[src/rtl/dlb_map.svh]
// register offsets, field positions, values and timing for the bridge host
`ifndef DLB_MAP_SVH
`define DLB_MAP_SVH
`define DLB_CLK_KHZ          125000
`define DLB_T_RESET_MS       10
`define DLB_T_STEP_MS        10
`define DLB_T_VIDEO_MS       5
`define DLB_T_ERRCHK_MS      1
`define DLB_I2C_QTR_NS       625
`define DLB_I2C_QTR_CYC      ((`DLB_I2C_QTR_NS * `DLB_CLK_KHZ + 999999) / 1000000)
`define DLB_DEV_ADDR_HI      6'h16
`define DLB_RA_SOFT_RST      8'h09
`define DLB_RA_CLK_CFG       8'h0a
`define DLB_RA_CLK_FACTOR    8'h0b
`define DLB_RA_PLL_EN        8'h0d
`define DLB_RA_IN_RANGE      8'h12
`define DLB_RA_FORMAT        8'h18
`define DLB_RA_LINE_LEN_LO   8'h20
`define DLB_RA_LINE_LEN_HI   8'h21
`define DLB_RA_VSIZE_LO      8'h24
`define DLB_RA_VSIZE_HI      8'h25
`define DLB_RA_HSYNC_W_LO    8'h2c
`define DLB_RA_HSYNC_W_HI    8'h2d
`define DLB_RA_VSYNC_W_LO    8'h30
`define DLB_RA_VSYNC_W_HI    8'h31
`define DLB_RA_H_BACK        8'h34
`define DLB_RA_V_BACK        8'h36
`define DLB_RA_H_FRONT       8'h38
`define DLB_RA_V_FRONT       8'h3a
`define DLB_RA_PATTERN       8'h3c
`define DLB_RA_ERR           8'he5
`define DLB_ERR_CLEAR        8'hff
`define DLB_BIT_SET          8'h01
`define DLB_LOCK_BIT         7
`define DLB_AX_CTRL          2'h0
`define DLB_AX_CMD           2'h1
`define DLB_AX_ACC           2'h2
`define DLB_AX_STAT          2'h3
`define DLB_CMD_INIT         3'h1
`define DLB_CMD_PLL          3'h2
`define DLB_CMD_ULPS_IN      3'h3
`define DLB_CMD_ULPS_OUT     3'h4
`endif

[src/rtl/dlb_pkg.sv]
// types shared by the bridge host modules
package dlb_pkg;
  typedef enum logic [4:0] {
    ST_IDLE, ST_LANES, ST_RST_HIGH, ST_CONFIG, ST_PLL_ON, ST_PLL_WAIT,
    ST_SRST, ST_SRST_WAIT, ST_VIDEO, ST_ERR_CLR, ST_ERR_WAIT, ST_ERR_RD,
    ST_ERR_CHK, ST_RUN, ST_ULPS, ST_POLL, ST_POLL_CHK, ST_ULPS_SRST,
    ST_I2C_REQ, ST_I2C_WAIT, ST_TIMER
  } dlb_state_e;
  typedef struct packed {
    dlb_state_e st; dlb_state_e ret; logic [23:0] cnt;
    logic op_rd; logic [7:0] op_sub; logic [7:0] op_dat;
    logic en; logic clk_hs; logic lp11; logic video; logic ulps;
    logic retry_en; logic addr_sel; logic [2:0] wmask;
    logic err_nz; logic nack; logic refused; logic seq_ok; logic [7:0] rd_byte;
  } dlb_ctl_s;
  typedef struct packed {
    logic busy; logic rd; logic [2:0] idx; logic [3:0] bitn; logic [1:0] q;
    logic [6:0] div; logic [7:0] sh; logic scl_d; logic sda_d; logic nack;
    logic rsp; logic [7:0] rdat; logic sda_s1; logic sda_s2; logic scl_s1;
    logic scl_s2; logic [6:0] addr; logic [7:0] sub; logic [7:0] dat;
  } dlb_i2c_s;
  typedef struct packed {
    logic aw_full; logic [31:0] aw_addr; logic w_full; logic [31:0] w_data;
    logic [3:0] w_strb; logic bvalid; logic [1:0] bresp; logic rvalid;
    logic [31:0] rdata; logic [1:0] rresp;
  } dlb_axs_s;
endpackage : dlb_pkg

[src/rtl/dlb_axil_slave.sv]
// axi4-lite slave front end for the four host control words
`timescale 1ns/10ps
`default_nettype none
module dlb_axil_slave (
  input  wire logic              clk,
  input  wire logic              reset,
  input  wire logic [31:0]       awaddr,
  input  wire logic              awvalid,
  output logic                   awready,
  input  wire logic [31:0]       wdata,
  input  wire logic [3:0]        wstrb,
  input  wire logic              wvalid,
  output logic                   wready,
  output logic [1:0]             bresp,
  output logic                   bvalid,
  input  wire logic              bready,
  input  wire logic [31:0]       araddr,
  input  wire logic              arvalid,
  output logic                   arready,
  output logic [31:0]            rdata,
  output logic [1:0]             rresp,
  output logic                   rvalid,
  input  wire logic              rready,
  output logic                   wr_stb,
  output logic [1:0]             wr_idx,
  output logic [31:0]            wr_data,
  input  wire logic [3:0][31:0]  rd_words
);
  import dlb_pkg::*;
  dlb_axs_s r_reg, r_next;
  logic fire, w_ok, r_ok;
  assign awready = !r_reg.aw_full;
  assign wready  = !r_reg.w_full;
  assign arready = !r_reg.rvalid;
  assign bvalid  = r_reg.bvalid;
  assign bresp   = r_reg.bresp;
  assign rvalid  = r_reg.rvalid;
  assign rdata   = r_reg.rdata;
  assign rresp   = r_reg.rresp;
  // unmapped words answer slverr and have no effect
  assign fire    = r_reg.aw_full && r_reg.w_full && !r_reg.bvalid;
  assign w_ok    = (r_reg.aw_addr[31:4] == 28'h0);
  assign r_ok    = (araddr[31:4] == 28'h0);
  assign wr_stb  = fire && w_ok && (|r_reg.w_strb);
  assign wr_idx  = r_reg.aw_addr[3:2];
  assign wr_data = r_reg.w_data;
  always_comb begin
    r_next = r_reg;
    if (r_reg.bvalid && bready) r_next.bvalid = 1'b0;
    if (r_reg.rvalid && rready) r_next.rvalid = 1'b0;
    if (awvalid && !r_reg.aw_full) begin
      r_next.aw_full = 1'b1;
      r_next.aw_addr = awaddr;
    end
    if (wvalid && !r_reg.w_full) begin
      r_next.w_full = 1'b1;
      r_next.w_data = wdata;
      r_next.w_strb = wstrb;
    end
    if (fire) begin
      r_next.aw_full = 1'b0;
      r_next.w_full  = 1'b0;
      r_next.bvalid  = 1'b1;
      r_next.bresp   = w_ok ? 2'h0 : 2'h2;
    end
    if (arvalid && !r_reg.rvalid) begin
      r_next.rvalid = 1'b1;
      r_next.rdata  = r_ok ? rd_words[araddr[3:2]] : 32'h0;
      r_next.rresp  = r_ok ? 2'h0 : 2'h2;
    end
  end
  always_ff @(posedge clk) begin
    if (reset) r_reg <= '0;
    else r_reg <= r_next;
  end
endmodule : dlb_axil_slave
`default_nettype wire

[src/rtl/dlb_i2c_master.sv]
// i2c master doing one register write or one register read per command
`timescale 1ns/10ps
`default_nettype none
`include "dlb_map.svh"
module dlb_i2c_master (
  input  wire logic        clk,
  input  wire logic        reset,
  input  wire logic        cmd_valid,
  output logic             cmd_ready,
  input  wire logic        cmd_read,
  input  wire logic [6:0]  dev_addr,
  input  wire logic [7:0]  cmd_sub,
  input  wire logic [7:0]  cmd_data,
  output logic             rsp_valid,
  output logic [7:0]       rsp_data,
  output logic             rsp_nack,
  output logic             scl_out,
  output logic             scl_oe_n,
  input  wire logic        scl_in,
  output logic             sda_out,
  output logic             sda_oe_n,
  input  wire logic        sda_in
);
  import dlb_pkg::*;
  localparam logic [6:0] QTR = 7'(`DLB_I2C_QTR_CYC - 1);
  dlb_i2c_s r_reg, r_next;
  // token kinds: 0 start, 1 stop, 2 write byte, 3 read byte
  function automatic logic [1:0] tok(input logic rd, input logic [2:0] i);
    if (rd) tok = (i == 3'h0 || i == 3'h4) ? 2'h0 :
                  (i == 3'h3 || i == 3'h7) ? 2'h1 : (i == 3'h6) ? 2'h3 : 2'h2;
    else tok = (i == 3'h0) ? 2'h0 : (i == 3'h4) ? 2'h1 : 2'h2;
  endfunction : tok
  function automatic logic [7:0] tbyte(input dlb_i2c_s s, input logic [2:0] i);
    tbyte = (i == 3'h1) ? {s.addr, 1'b0} : (i == 3'h2) ? s.sub :
            (i == 3'h5) ? {s.addr, 1'b1} : s.dat;
  endfunction : tbyte
  logic [1:0] kind;
  logic       tick, last;
  assign kind      = tok(r_reg.rd, r_reg.idx);
  assign last      = r_reg.idx == (r_reg.rd ? 3'h7 : 3'h4);
  // a held scl low from the target stretches the low phase before the sample
  assign tick      = (r_reg.div == 7'h0) &&
                     !(r_reg.q == 2'h2 && kind[1] && !r_reg.scl_s2);
  assign cmd_ready = !r_reg.busy;
  assign rsp_valid = r_reg.rsp;
  assign rsp_data  = r_reg.rdat;
  assign rsp_nack  = r_reg.nack;
  assign scl_out   = 1'b0;
  assign sda_out   = 1'b0;
  assign scl_oe_n  = !r_reg.scl_d;
  assign sda_oe_n  = !r_reg.sda_d;
  always_comb begin
    r_next = r_reg;
    r_next.sda_s1 = sda_in;
    r_next.sda_s2 = r_reg.sda_s1;
    r_next.scl_s1 = scl_in;
    r_next.scl_s2 = r_reg.scl_s1;
    r_next.rsp = 1'b0;
    if (!r_reg.busy) begin
      if (cmd_valid) begin
        r_next.busy = 1'b1;
        r_next.rd   = cmd_read;
        r_next.addr = dev_addr;
        r_next.sub  = cmd_sub;
        r_next.dat  = cmd_data;
        r_next.idx  = 3'h0;
        r_next.q    = 2'h0;
        r_next.bitn = 4'h0;
        r_next.nack = 1'b0;
        r_next.div  = QTR;
      end
    end else if (r_reg.div != 7'h0) begin
      r_next.div = r_reg.div - 7'h1;
    end else if (tick) begin
      r_next.div = QTR;
      r_next.q   = r_reg.q + 2'h1;
      case ({kind, r_reg.q})
        4'h0: begin r_next.scl_d = 1'b0; r_next.sda_d = 1'b0; end
        4'h1: r_next.sda_d = 1'b1;
        4'h2: r_next.scl_d = 1'b1;
        4'h4: r_next.sda_d = 1'b1;
        4'h5: r_next.scl_d = 1'b0;
        4'h6: r_next.sda_d = 1'b0;
        4'h8, 4'hc: r_next.sda_d = (r_reg.bitn != 4'h8) && !kind[0] &&
                                   !r_reg.sh[7];
        4'h9, 4'hd: r_next.scl_d = 1'b0;
        4'ha, 4'he: begin
          if (r_reg.bitn == 4'h8 && !kind[0])
            r_next.nack = r_reg.nack | r_reg.sda_s2;
          if (r_reg.bitn != 4'h8 && kind[0])
            r_next.rdat = {r_reg.rdat[6:0], r_reg.sda_s2};
        end
        default: begin
          if (kind[1]) begin
            r_next.scl_d = 1'b1;
            r_next.sh    = {r_reg.sh[6:0], 1'b0};
            r_next.bitn  = r_reg.bitn + 4'h1;
          end
        end
      endcase
      if (r_reg.q == 2'h3 && (!kind[1] || r_reg.bitn == 4'h8)) begin
        r_next.bitn = 4'h0;
        if (last) begin
          r_next.busy = 1'b0;
          r_next.rsp  = 1'b1;
        end else begin
          r_next.idx = r_reg.idx + 3'h1;
          r_next.sh  = tbyte(r_reg, r_reg.idx + 3'h1);
        end
      end
    end
  end
  always_ff @(posedge clk) begin
    if (reset) r_reg <= '0;
    else r_reg <= r_next;
  end
endmodule : dlb_i2c_master
`default_nettype wire

[src/rtl/dlb_bridge_host.sv]
// host controller bringing up and running the dsi-to-lvds video bridge
// Functional notes
// - with dsi clock as source host keeps clock lane continuous high speed
// - a selected reference clock lies between 25 and 154 mhz
// - lvds and input clock ranges are written before pll use
// - pll enable is set only after source, factor and ranges written
// - host sends ulps entry on every enabled clock and data lane
// - ulps exit: exit sequence, wait lock bit, set soft reset, resume
// - reset while powered holds enable low at least 10 ms
// - during reset clock lane stays high speed, data lanes lp11; host reset leaves dsi_clk_lane_hs low until init
// - bring-up order: en low, en high, config, pll, soft reset, video
// - writing all ones to the error register clears its flags
// - error register read 1 ms after clear; nonzero repeats bring-up (host repeats only when retry_en is set, else goes to run)
// - one to four data lanes; unused lanes open or lp11
//
// Design decision made here: the AXI4-Lite interface to the registers.
`timescale 1ns/10ps
`default_nettype none
`include "dlb_map.svh"
module dlb_bridge_host #(
  parameter int RESET_CYC  = `DLB_T_RESET_MS * `DLB_CLK_KHZ,
  parameter int STEP_CYC   = `DLB_T_STEP_MS * `DLB_CLK_KHZ,
  parameter int VIDEO_CYC  = `DLB_T_VIDEO_MS * `DLB_CLK_KHZ,
  parameter int ERRCHK_CYC = `DLB_T_ERRCHK_MS * `DLB_CLK_KHZ
) (
  input  wire logic              clk,
  input  wire logic              reset,
  input  wire logic [31:0]       s_axi_awaddr,
  input  wire logic              s_axi_awvalid,
  output logic                   s_axi_awready,
  input  wire logic [31:0]       s_axi_wdata,
  input  wire logic [3:0]        s_axi_wstrb,
  input  wire logic              s_axi_wvalid,
  output logic                   s_axi_wready,
  output logic [1:0]             s_axi_bresp,
  output logic                   s_axi_bvalid,
  input  wire logic              s_axi_bready,
  input  wire logic [31:0]       s_axi_araddr,
  input  wire logic              s_axi_arvalid,
  output logic                   s_axi_arready,
  output logic [31:0]            s_axi_rdata,
  output logic [1:0]             s_axi_rresp,
  output logic                   s_axi_rvalid,
  input  wire logic              s_axi_rready,
  output logic                   dev_enable,
  output logic                   dev_addr_sel,
  output logic                   dsi_clk_lane_hs,
  output logic                   dsi_data_lanes_lp11,
  output logic                   video_stream_en,
  output logic                   ulps_request,
  output logic                   scl_out,
  output logic                   scl_oe_n,
  input  wire logic              scl_in,
  output logic                   sda_out,
  output logic                   sda_oe_n,
  input  wire logic              sda_in
);
  import dlb_pkg::*;

  dlb_ctl_s          r_reg, r_next;
  logic              wr_stb;
  logic [1:0]        wr_idx;
  logic [31:0]       wr_data;
  logic [3:0][31:0]  rd_words;
  logic              i2c_ready;
  logic              i2c_rsp;
  logic [7:0]        i2c_rdata;
  logic              i2c_nack;
  logic              busy;

  // queue one i2c access, returning to ret when it completes
  function automatic dlb_ctl_s go_i2c(input dlb_ctl_s s, input logic rd,
                                      input logic [7:0] sub,
                                      input logic [7:0] dat,
                                      input dlb_state_e ret);
    go_i2c        = s;
    go_i2c.op_rd  = rd;
    go_i2c.op_sub = sub;
    go_i2c.op_dat = dat;
    go_i2c.ret    = ret;
    go_i2c.st     = ST_I2C_REQ;
  endfunction : go_i2c

  function automatic dlb_ctl_s go_wait(input dlb_ctl_s s, input int cyc,
                                       input dlb_state_e ret);
    go_wait     = s;
    go_wait.cnt = 24'(cyc - 1);
    go_wait.ret = ret;
    go_wait.st  = ST_TIMER;
  endfunction : go_wait

  // clock source, factor and range writes that must precede the pll
  function automatic logic [2:0] clk_mask(input logic [7:0] sub);
    clk_mask = {sub == `DLB_RA_IN_RANGE, sub == `DLB_RA_CLK_FACTOR,
                sub == `DLB_RA_CLK_CFG};
  endfunction : clk_mask

  dlb_axil_slave u_axil (
    .clk      (clk),
    .reset    (reset),
    .awaddr   (s_axi_awaddr),
    .awvalid  (s_axi_awvalid),
    .awready  (s_axi_awready),
    .wdata    (s_axi_wdata),
    .wstrb    (s_axi_wstrb),
    .wvalid   (s_axi_wvalid),
    .wready   (s_axi_wready),
    .bresp    (s_axi_bresp),
    .bvalid   (s_axi_bvalid),
    .bready   (s_axi_bready),
    .araddr   (s_axi_araddr),
    .arvalid  (s_axi_arvalid),
    .arready  (s_axi_arready),
    .rdata    (s_axi_rdata),
    .rresp    (s_axi_rresp),
    .rvalid   (s_axi_rvalid),
    .rready   (s_axi_rready),
    .wr_stb   (wr_stb),
    .wr_idx   (wr_idx),
    .wr_data  (wr_data),
    .rd_words (rd_words)
  );

  dlb_i2c_master u_i2c (
    .clk       (clk),
    .reset     (reset),
    .cmd_valid (r_reg.st == ST_I2C_REQ),
    .cmd_ready (i2c_ready),
    .cmd_read  (r_reg.op_rd),
    .dev_addr  ({`DLB_DEV_ADDR_HI, r_reg.addr_sel}),
    .cmd_sub   (r_reg.op_sub),
    .cmd_data  (r_reg.op_dat),
    .rsp_valid (i2c_rsp),
    .rsp_data  (i2c_rdata),
    .rsp_nack  (i2c_nack),
    .scl_out   (scl_out),
    .scl_oe_n  (scl_oe_n),
    .scl_in    (scl_in),
    .sda_out   (sda_out),
    .sda_oe_n  (sda_oe_n),
    .sda_in    (sda_in)
  );

  assign busy = !(r_reg.st == ST_IDLE || r_reg.st == ST_CONFIG ||
                  r_reg.st == ST_RUN || r_reg.st == ST_ULPS);

  assign rd_words[0] = {30'h0, r_reg.addr_sel, r_reg.retry_en};
  assign rd_words[1] = 32'h0;
  assign rd_words[2] = {15'h0, r_reg.op_rd, r_reg.op_dat, r_reg.op_sub};
  assign rd_words[3] = {11'h0, r_reg.st, r_reg.rd_byte, r_reg.wmask,
                        r_reg.refused, r_reg.nack, r_reg.err_nz,
                        r_reg.seq_ok, busy};

  assign dev_enable          = r_reg.en;
  assign dev_addr_sel        = r_reg.addr_sel;
  assign dsi_clk_lane_hs     = r_reg.clk_hs;
  assign dsi_data_lanes_lp11 = r_reg.lp11;
  assign video_stream_en     = r_reg.video;
  assign ulps_request        = r_reg.ulps;

  always_comb begin
    r_next = r_reg;
    // software orders; control word always taken, commands and accesses ignored while a sequence step is under way
    if (wr_stb) begin
      case (wr_idx)
        `DLB_AX_CTRL: begin
          r_next.retry_en = wr_data[0];
          r_next.addr_sel = wr_data[1];
        end

        `DLB_AX_CMD: begin
          case (wr_data[2:0])
            `DLB_CMD_INIT: begin
              if (r_reg.st == ST_IDLE || r_reg.st == ST_CONFIG ||
                  r_reg.st == ST_RUN) r_next.st = ST_LANES;
            end

            `DLB_CMD_PLL: begin
              if (r_reg.st == ST_CONFIG && r_reg.wmask == 3'h7)
                r_next.st = ST_PLL_ON;
              else
                r_next.refused = 1'b1;
            end

            `DLB_CMD_ULPS_IN: begin
              if (r_reg.st == ST_RUN) begin
                r_next.ulps = 1'b1;
                r_next.st   = ST_ULPS;
              end
            end

            `DLB_CMD_ULPS_OUT: begin
              if (r_reg.st == ST_ULPS) begin
                r_next.ulps = 1'b0;
                r_next.st   = ST_POLL;
              end
            end

            default: r_next.refused = 1'b1;
          endcase
        end

        `DLB_AX_ACC: begin
          // device registers stay writable in low power too
          if (r_reg.st == ST_CONFIG || r_reg.st == ST_RUN ||
              r_reg.st == ST_ULPS) begin
            r_next = go_i2c(r_next, wr_data[16], wr_data[7:0],
                            wr_data[15:8], r_reg.st);
            r_next.nack = 1'b0;
            if (!wr_data[16])
              r_next.wmask = r_reg.wmask | clk_mask(wr_data[7:0]);
          end else begin
            r_next.refused = 1'b1;
          end
        end

        default: r_next.refused = 1'b0;
      endcase
    end
    case (r_reg.st)
      ST_IDLE: ;

      ST_LANES: begin
        // lane states and enable low set in the same cycle, then held for the reset time
        r_next.clk_hs = 1'b1;
        r_next.lp11   = 1'b1;
        r_next.video  = 1'b0;
        r_next.ulps   = 1'b0;
        r_next.en     = 1'b0;
        r_next.wmask  = 3'h0;
        r_next.seq_ok = 1'b0;
        r_next.err_nz = 1'b0;
        r_next = go_wait(r_next, RESET_CYC, ST_RST_HIGH);
      end

      ST_RST_HIGH: begin
        r_next.en = 1'b1;
        r_next = go_wait(r_next, STEP_CYC, ST_CONFIG);
      end

      ST_CONFIG: ;

      ST_PLL_ON: r_next = go_i2c(r_next, 1'b0, `DLB_RA_PLL_EN,
                                 `DLB_BIT_SET, ST_PLL_WAIT);

      ST_PLL_WAIT: r_next = go_wait(r_next, STEP_CYC, ST_SRST);

      ST_SRST: r_next = go_i2c(r_next, 1'b0, `DLB_RA_SOFT_RST,
                               `DLB_BIT_SET, ST_SRST_WAIT);

      ST_SRST_WAIT: r_next = go_wait(r_next, STEP_CYC, ST_VIDEO);

      ST_VIDEO: begin
        // clock lane left in hs so the bridge can derive its pixel clock
        r_next.lp11  = 1'b0;
        r_next.video = 1'b1;
        r_next = go_wait(r_next, VIDEO_CYC, ST_ERR_CLR);
      end

      ST_ERR_CLR: r_next = go_i2c(r_next, 1'b0, `DLB_RA_ERR,
                                  `DLB_ERR_CLEAR, ST_ERR_WAIT);

      ST_ERR_WAIT: r_next = go_wait(r_next, ERRCHK_CYC, ST_ERR_RD);

      ST_ERR_RD: r_next = go_i2c(r_next, 1'b1, `DLB_RA_ERR, 8'h00,
                                 ST_ERR_CHK);

      ST_ERR_CHK: begin
        r_next.err_nz = (r_reg.rd_byte != 8'h00);
        r_next.seq_ok = (r_reg.rd_byte == 8'h00) && !r_reg.nack;
        if (r_reg.rd_byte != 8'h00 && r_reg.retry_en)
          r_next.st = ST_LANES;
        else
          r_next.st = ST_RUN;
      end

      ST_RUN: ;

      ST_ULPS: ;

      // lock polling has no limit; init is ignored while polling, only reset ends it
      ST_POLL: r_next = go_i2c(r_next, 1'b1, `DLB_RA_CLK_CFG, 8'h00,
                               ST_POLL_CHK);

      ST_POLL_CHK: begin
        if (r_reg.rd_byte[`DLB_LOCK_BIT]) begin
          r_next.st = ST_ULPS_SRST;
        end else begin
          r_next.st = ST_POLL;
        end
      end

      ST_ULPS_SRST: r_next = go_i2c(r_next, 1'b0, `DLB_RA_SOFT_RST,
                                    `DLB_BIT_SET, ST_RUN);

      // shared i2c call; ret names the step to resume when it completes
      ST_I2C_REQ: begin
        if (i2c_ready) r_next.st = ST_I2C_WAIT;
      end

      ST_I2C_WAIT: begin
        if (i2c_rsp) begin
          if (r_reg.op_rd) r_next.rd_byte = i2c_rdata;
          r_next.nack = r_reg.nack | i2c_nack;
          r_next.st   = r_reg.ret;
        end
      end

      // one shared wait counter saves a timer per step
      ST_TIMER: begin
        if (r_reg.cnt == 24'h0) begin
          r_next.st = r_reg.ret;
        end else begin
          r_next.cnt = r_reg.cnt - 24'h1;
        end
      end

      default: r_next.st = ST_IDLE;
    endcase
  end

  always_ff @(posedge clk) begin
    if (reset) begin
      r_reg      <= '0;
      r_reg.st   <= ST_IDLE;
      r_reg.ret  <= ST_IDLE;
      r_reg.lp11 <= 1'b1;
    end else begin
      r_reg <= r_next;
    end
  end
endmodule : dlb_bridge_host
`default_nettype wire

[config.mk]
export PLATFORM = sky130hd
export DESIGN_NAME = dlb_bridge_host
export DESIGN_NICKNAME = d
export VERILOG_FILES = /design/src/rtl/dlb_pkg.sv /design/src/rtl/dlb_axil_slave.sv /design/src/rtl/dlb_i2c_master.sv /design/src/rtl/dlb_bridge_host.sv
export VERILOG_INCLUDE_DIRS = /design/src /design/src/rtl
export SDC_FILE = /design/constraint.sdc
export NUM_CORES = 1
export LEC_CHECK = 0
export BUFFER_PORTS_ARGS = -buffer_cell sky130_fd_sc_hd__buf_2
export CELL_PAD_IN_SITES_DETAIL_PLACEMENT = 1
export CELL_PAD_IN_SITES_GLOBAL_PLACEMENT = 2
export CORE_ASPECT_RATIO = 1.75
export CORE_MARGIN = 5
export CORE_UTILIZATION = 36
export DETAILED_ROUTE_END_ITERATION = 6
export GPL_ROUTABILITY_DRIVEN = 0
export PLACE_DENSITY = 0.84
export SETUP_SLACK_MARGIN = 0.4
export SKIP_LAST_GASP = 1
export SLEW_MARGIN = 20
export SYNTH_ARGS = -nofsm -noshare
export SYNTH_HDL_FRONTEND = slang
export SYNTH_SLANG_ARGS = --single-unit
[constraint.sdc]
create_clock -name clk -period 5.3 [get_ports clk]
set_input_delay 0.795 -clock clk [delete_from_list [all_inputs] [get_ports clk]]
set_output_delay 0.795 -clock clk [all_outputs]
set_load 0.05 [all_outputs]
==> summary.md <==
| Metric | Value |
|---|---|
| Status | finished clean |
| Largest net degree at the start of global routing | 95 |
| Worst-Skew Late Latency | 0.52 ns |
| Cell Area, Synth | 0.0104 mm² |
| Initial antenna violation count | 1 |
| Critical path fanouts, max | 25 |
| Top Usage Layer GRT | met2 |
| Count of nets after finishing | 1454 |
| Mapped Cells | 1265 |
| CTS tree | built |
| Worst Tran Pin Value | 1.02 ns |
| Cts hold-fix bufs | 0 |
| Die width | 138 µm |
| HP Class | reg2reg |
| Buf/Inv on CP | 0 |
| Count of different cell masters after synthesis | 91 |
| Dominant synthesized flop cell | dfxtp_1 |
| Synthesized area per cell | 8.18 µm² |
| H-tree levels | 1 |
| Fmax | 0.293 GHz |
| Die area | 0.0324 mm² |
| Biggest area consumer among synthesized cells | dfxtp_1 |
| Initial Utilization | 36.3% |
| Per-cell routed wire length | 18.6 µm |
| Kind of critical path | reg2reg |
| Synth top area share | 40.8% |
| Clock Path Buffers | 3 |
| Gr usage total | 19.3% |
| Period utilization | 64.4% |
| #FFs+latches synth | 211 |
| Placed cell area | 0.0110 mm² |
| Post-CTS sizing | 0 |
| Leakage | 0.00456 µW |
| Setup repair bufs after CTS | 0 |
| M1 GR Usage | 21.3% |
| Number of synthesized flops with an enable pin | 0 |
| Design area | 0.0117 mm² |
| Critical path arrival | 3.82 ns |
| Top cells by area, synth | dfxtp_1 41%, nand2_1 7.7%, a21oi_1 6.6% |
| Top Ports | 160 |
| Antenna Nets Post-Route | 0 |
| Max-slew violation count | 0 |
| CP max-delay cell | dfxtp_1 |
| Hpwl dp | 23.4 mm |
| Die Ht | 234 µm |
| # port buffers | 125 |
| Clk root buf | clkbuf_16 |
| Area growth syn-to-layout | 13.2% |
| CP cell instances | nor4b_4 > and2_1 > a21oi_1 > nor2_1 > a21boi_0 > o31a_1 |
| Max-cap violation count | 0 |
| Register area share after synthesis | 40.8% |
| Crit path time final | 3.41 ns |
| DR vias/cell | 5.41 |
| Max_slew headroom | 31.7% |
| Via count | 9303 |
| Met3 Resource Use GR | 1.78% |
| Register area | 0.00422 mm² |
| Largest register FFs | 67 |
| Final setup fails | 0 |
| Most common cell in the netlist | nand2_1 |
| Area of the multi-input gates | 0.00545 mm² |
| Final Skew | 0.0120 ns |
| Initial DRC count | 375 |
| Layout filler cell count | 3563 |
| Total grt overflow | 0 |
| Crit. End Element | register |
| Total wire length | 32.1 mm |
| CTS buffer count | 22 |
| Met2 Track Usage GR | 37.7% |
| PwrDens | 441 mW/mm² |
| Worst EP required | 5.71 ns |
| Endpoints failing hold | 0 |
| Min Hold Slack | 0.438 ns |
| Num Clock Sinks | 211 |
| Clock slew at reported path FFs | 0.06 ns |
| Synth cell count leaders | 213 x nand2_1, 211 x dfxtp_1, 136 x a21oi_1 |
| CP startpoint kind | register |
| Setup TNS | 0 ns |
| DR pass1 iterations | 4 |
| Critical path's largest stage delay | 0.91 ns |
| First-pass GRT wire length | 51.4 mm |
| Warnings, synthesis | 0 |
| Core Rows | 82 |
| Worst VDD drop | 0.000217 V |
| Share of layout cells above drive strength 1 | 15.9% |
| Unrepaired setup endpoints after global routing | false |
| Vias in the first global route | 9678 |
| CORE AREA | 0.0285 mm² |
| Async set or reset register ratio after synthesis | 0% |
| DRC violations left | 0 |
| Delay-heaviest family, CP | simple AND/OR/NAND/NOR gates |
-- final cells by class --
class,count,share of cell area [%]
antenna,1,0.0213
clock buffer,31,5.42
clock inverter,7,0.747
inverter,44,1.41
multi-input combinational,916,46.4
sequential,211,36.0
tap,378,4.03
timing repair buffer,133,5.90
-- per-layer routing --
layer,vias up,wire (µm)
met3,65,861
met2,172,17500
met4,0,1160
li1,4567,-
met1,4499,12600
met5,-,0
-- worst paths after layout --
check	from	end	slack [ns]	cells past startpoint
max	r_reg[70]	r_reg[50]	1.89	6
min	u_i2c.r_next[25]	u_i2c.r_reg[25]	0.44	1
max reg2reg	r_reg[70]	r_reg[50]	1.89	6
min reg2reg	u_i2c.r_next[25]	u_i2c.r_reg[25]	0.44	1
-- logic make-up (layout without fill, tap and decap cells) --
| family | Yosys count | after routing | synth area share [%] |
|---|---|---|---|
| other | 1 | 16 | 0.0362 |
| buffers and inverters | 152 | 215 | 7.19 |
| DFF | 211 | 211 | 40.8 |
| AOI/OAI and AO/OA | 321 | 321 | 19.9 |
| muxes | 52 | 52 | 5.23 |
| and+or+nand+nor | 500 | 500 | 23.8 |
| xor gates and xnor gates | 11 | 11 | 0.931 |
| adders and majority gates | 17 | 17 | 2.05 |
-- worst register-to-register path: cells and delay by family (launching register included) --
family	cells	cell delay, ns
AND/OR/NAND/NOR	3	1.59
flip-flops	1	0.91
AO/OA/AOI/OAI	3	0.81
-- stage by stage --
| stage | instances | setup WS [ns] | utilization [%] | power (µW) |
|---|---|---|---|---|
| 2_1_floorplan | 1279 | 2.95 | - | 3140 |
| 3_3_place_gp | 1682 | 1.98 | 38.5 | 3580 |
| 3_5_place_dp | 1682 | 1.88 | 38.5 | 3620 |
| 4_1_cts | 1720 | 1.86 | 41.1 | 5230 |
| 5_1_grt | 1721 | 1.59 | 41.1 | 5470 |
| 6_report | 1721 | 1.89 | 41.1 | 5180 |
-- power by group --
part	internal, µW	leakage (µW)	total [µW]	switching (µW)
combinational	567	0.00249	1630	1070
clock	931	0.000355	1590	655
sequential	1740	0.00171	1960	217
total	3240	0.00456	5180	1940
-- cells in the final DEF (no fill, tap or decap), drive strengths merged, types with 9 or more instances in the layout --
cell and n:
nand3 26, nor3 33, a31oi 14, a22oi 19, inv 42, o21ai 48, mux2i 35, xnor2 9
nand2b 10, nor4 34, a211oi 11, a311oi 9, o21a 10, buf 133, dfxtp 211, clkbuf 31
a21oi 136, nor2 101, and2 10, o32ai 11, nand2 215, nor2b 14, conb 15, ha 17
mux2 17
(Power assumes the default switching activity.)
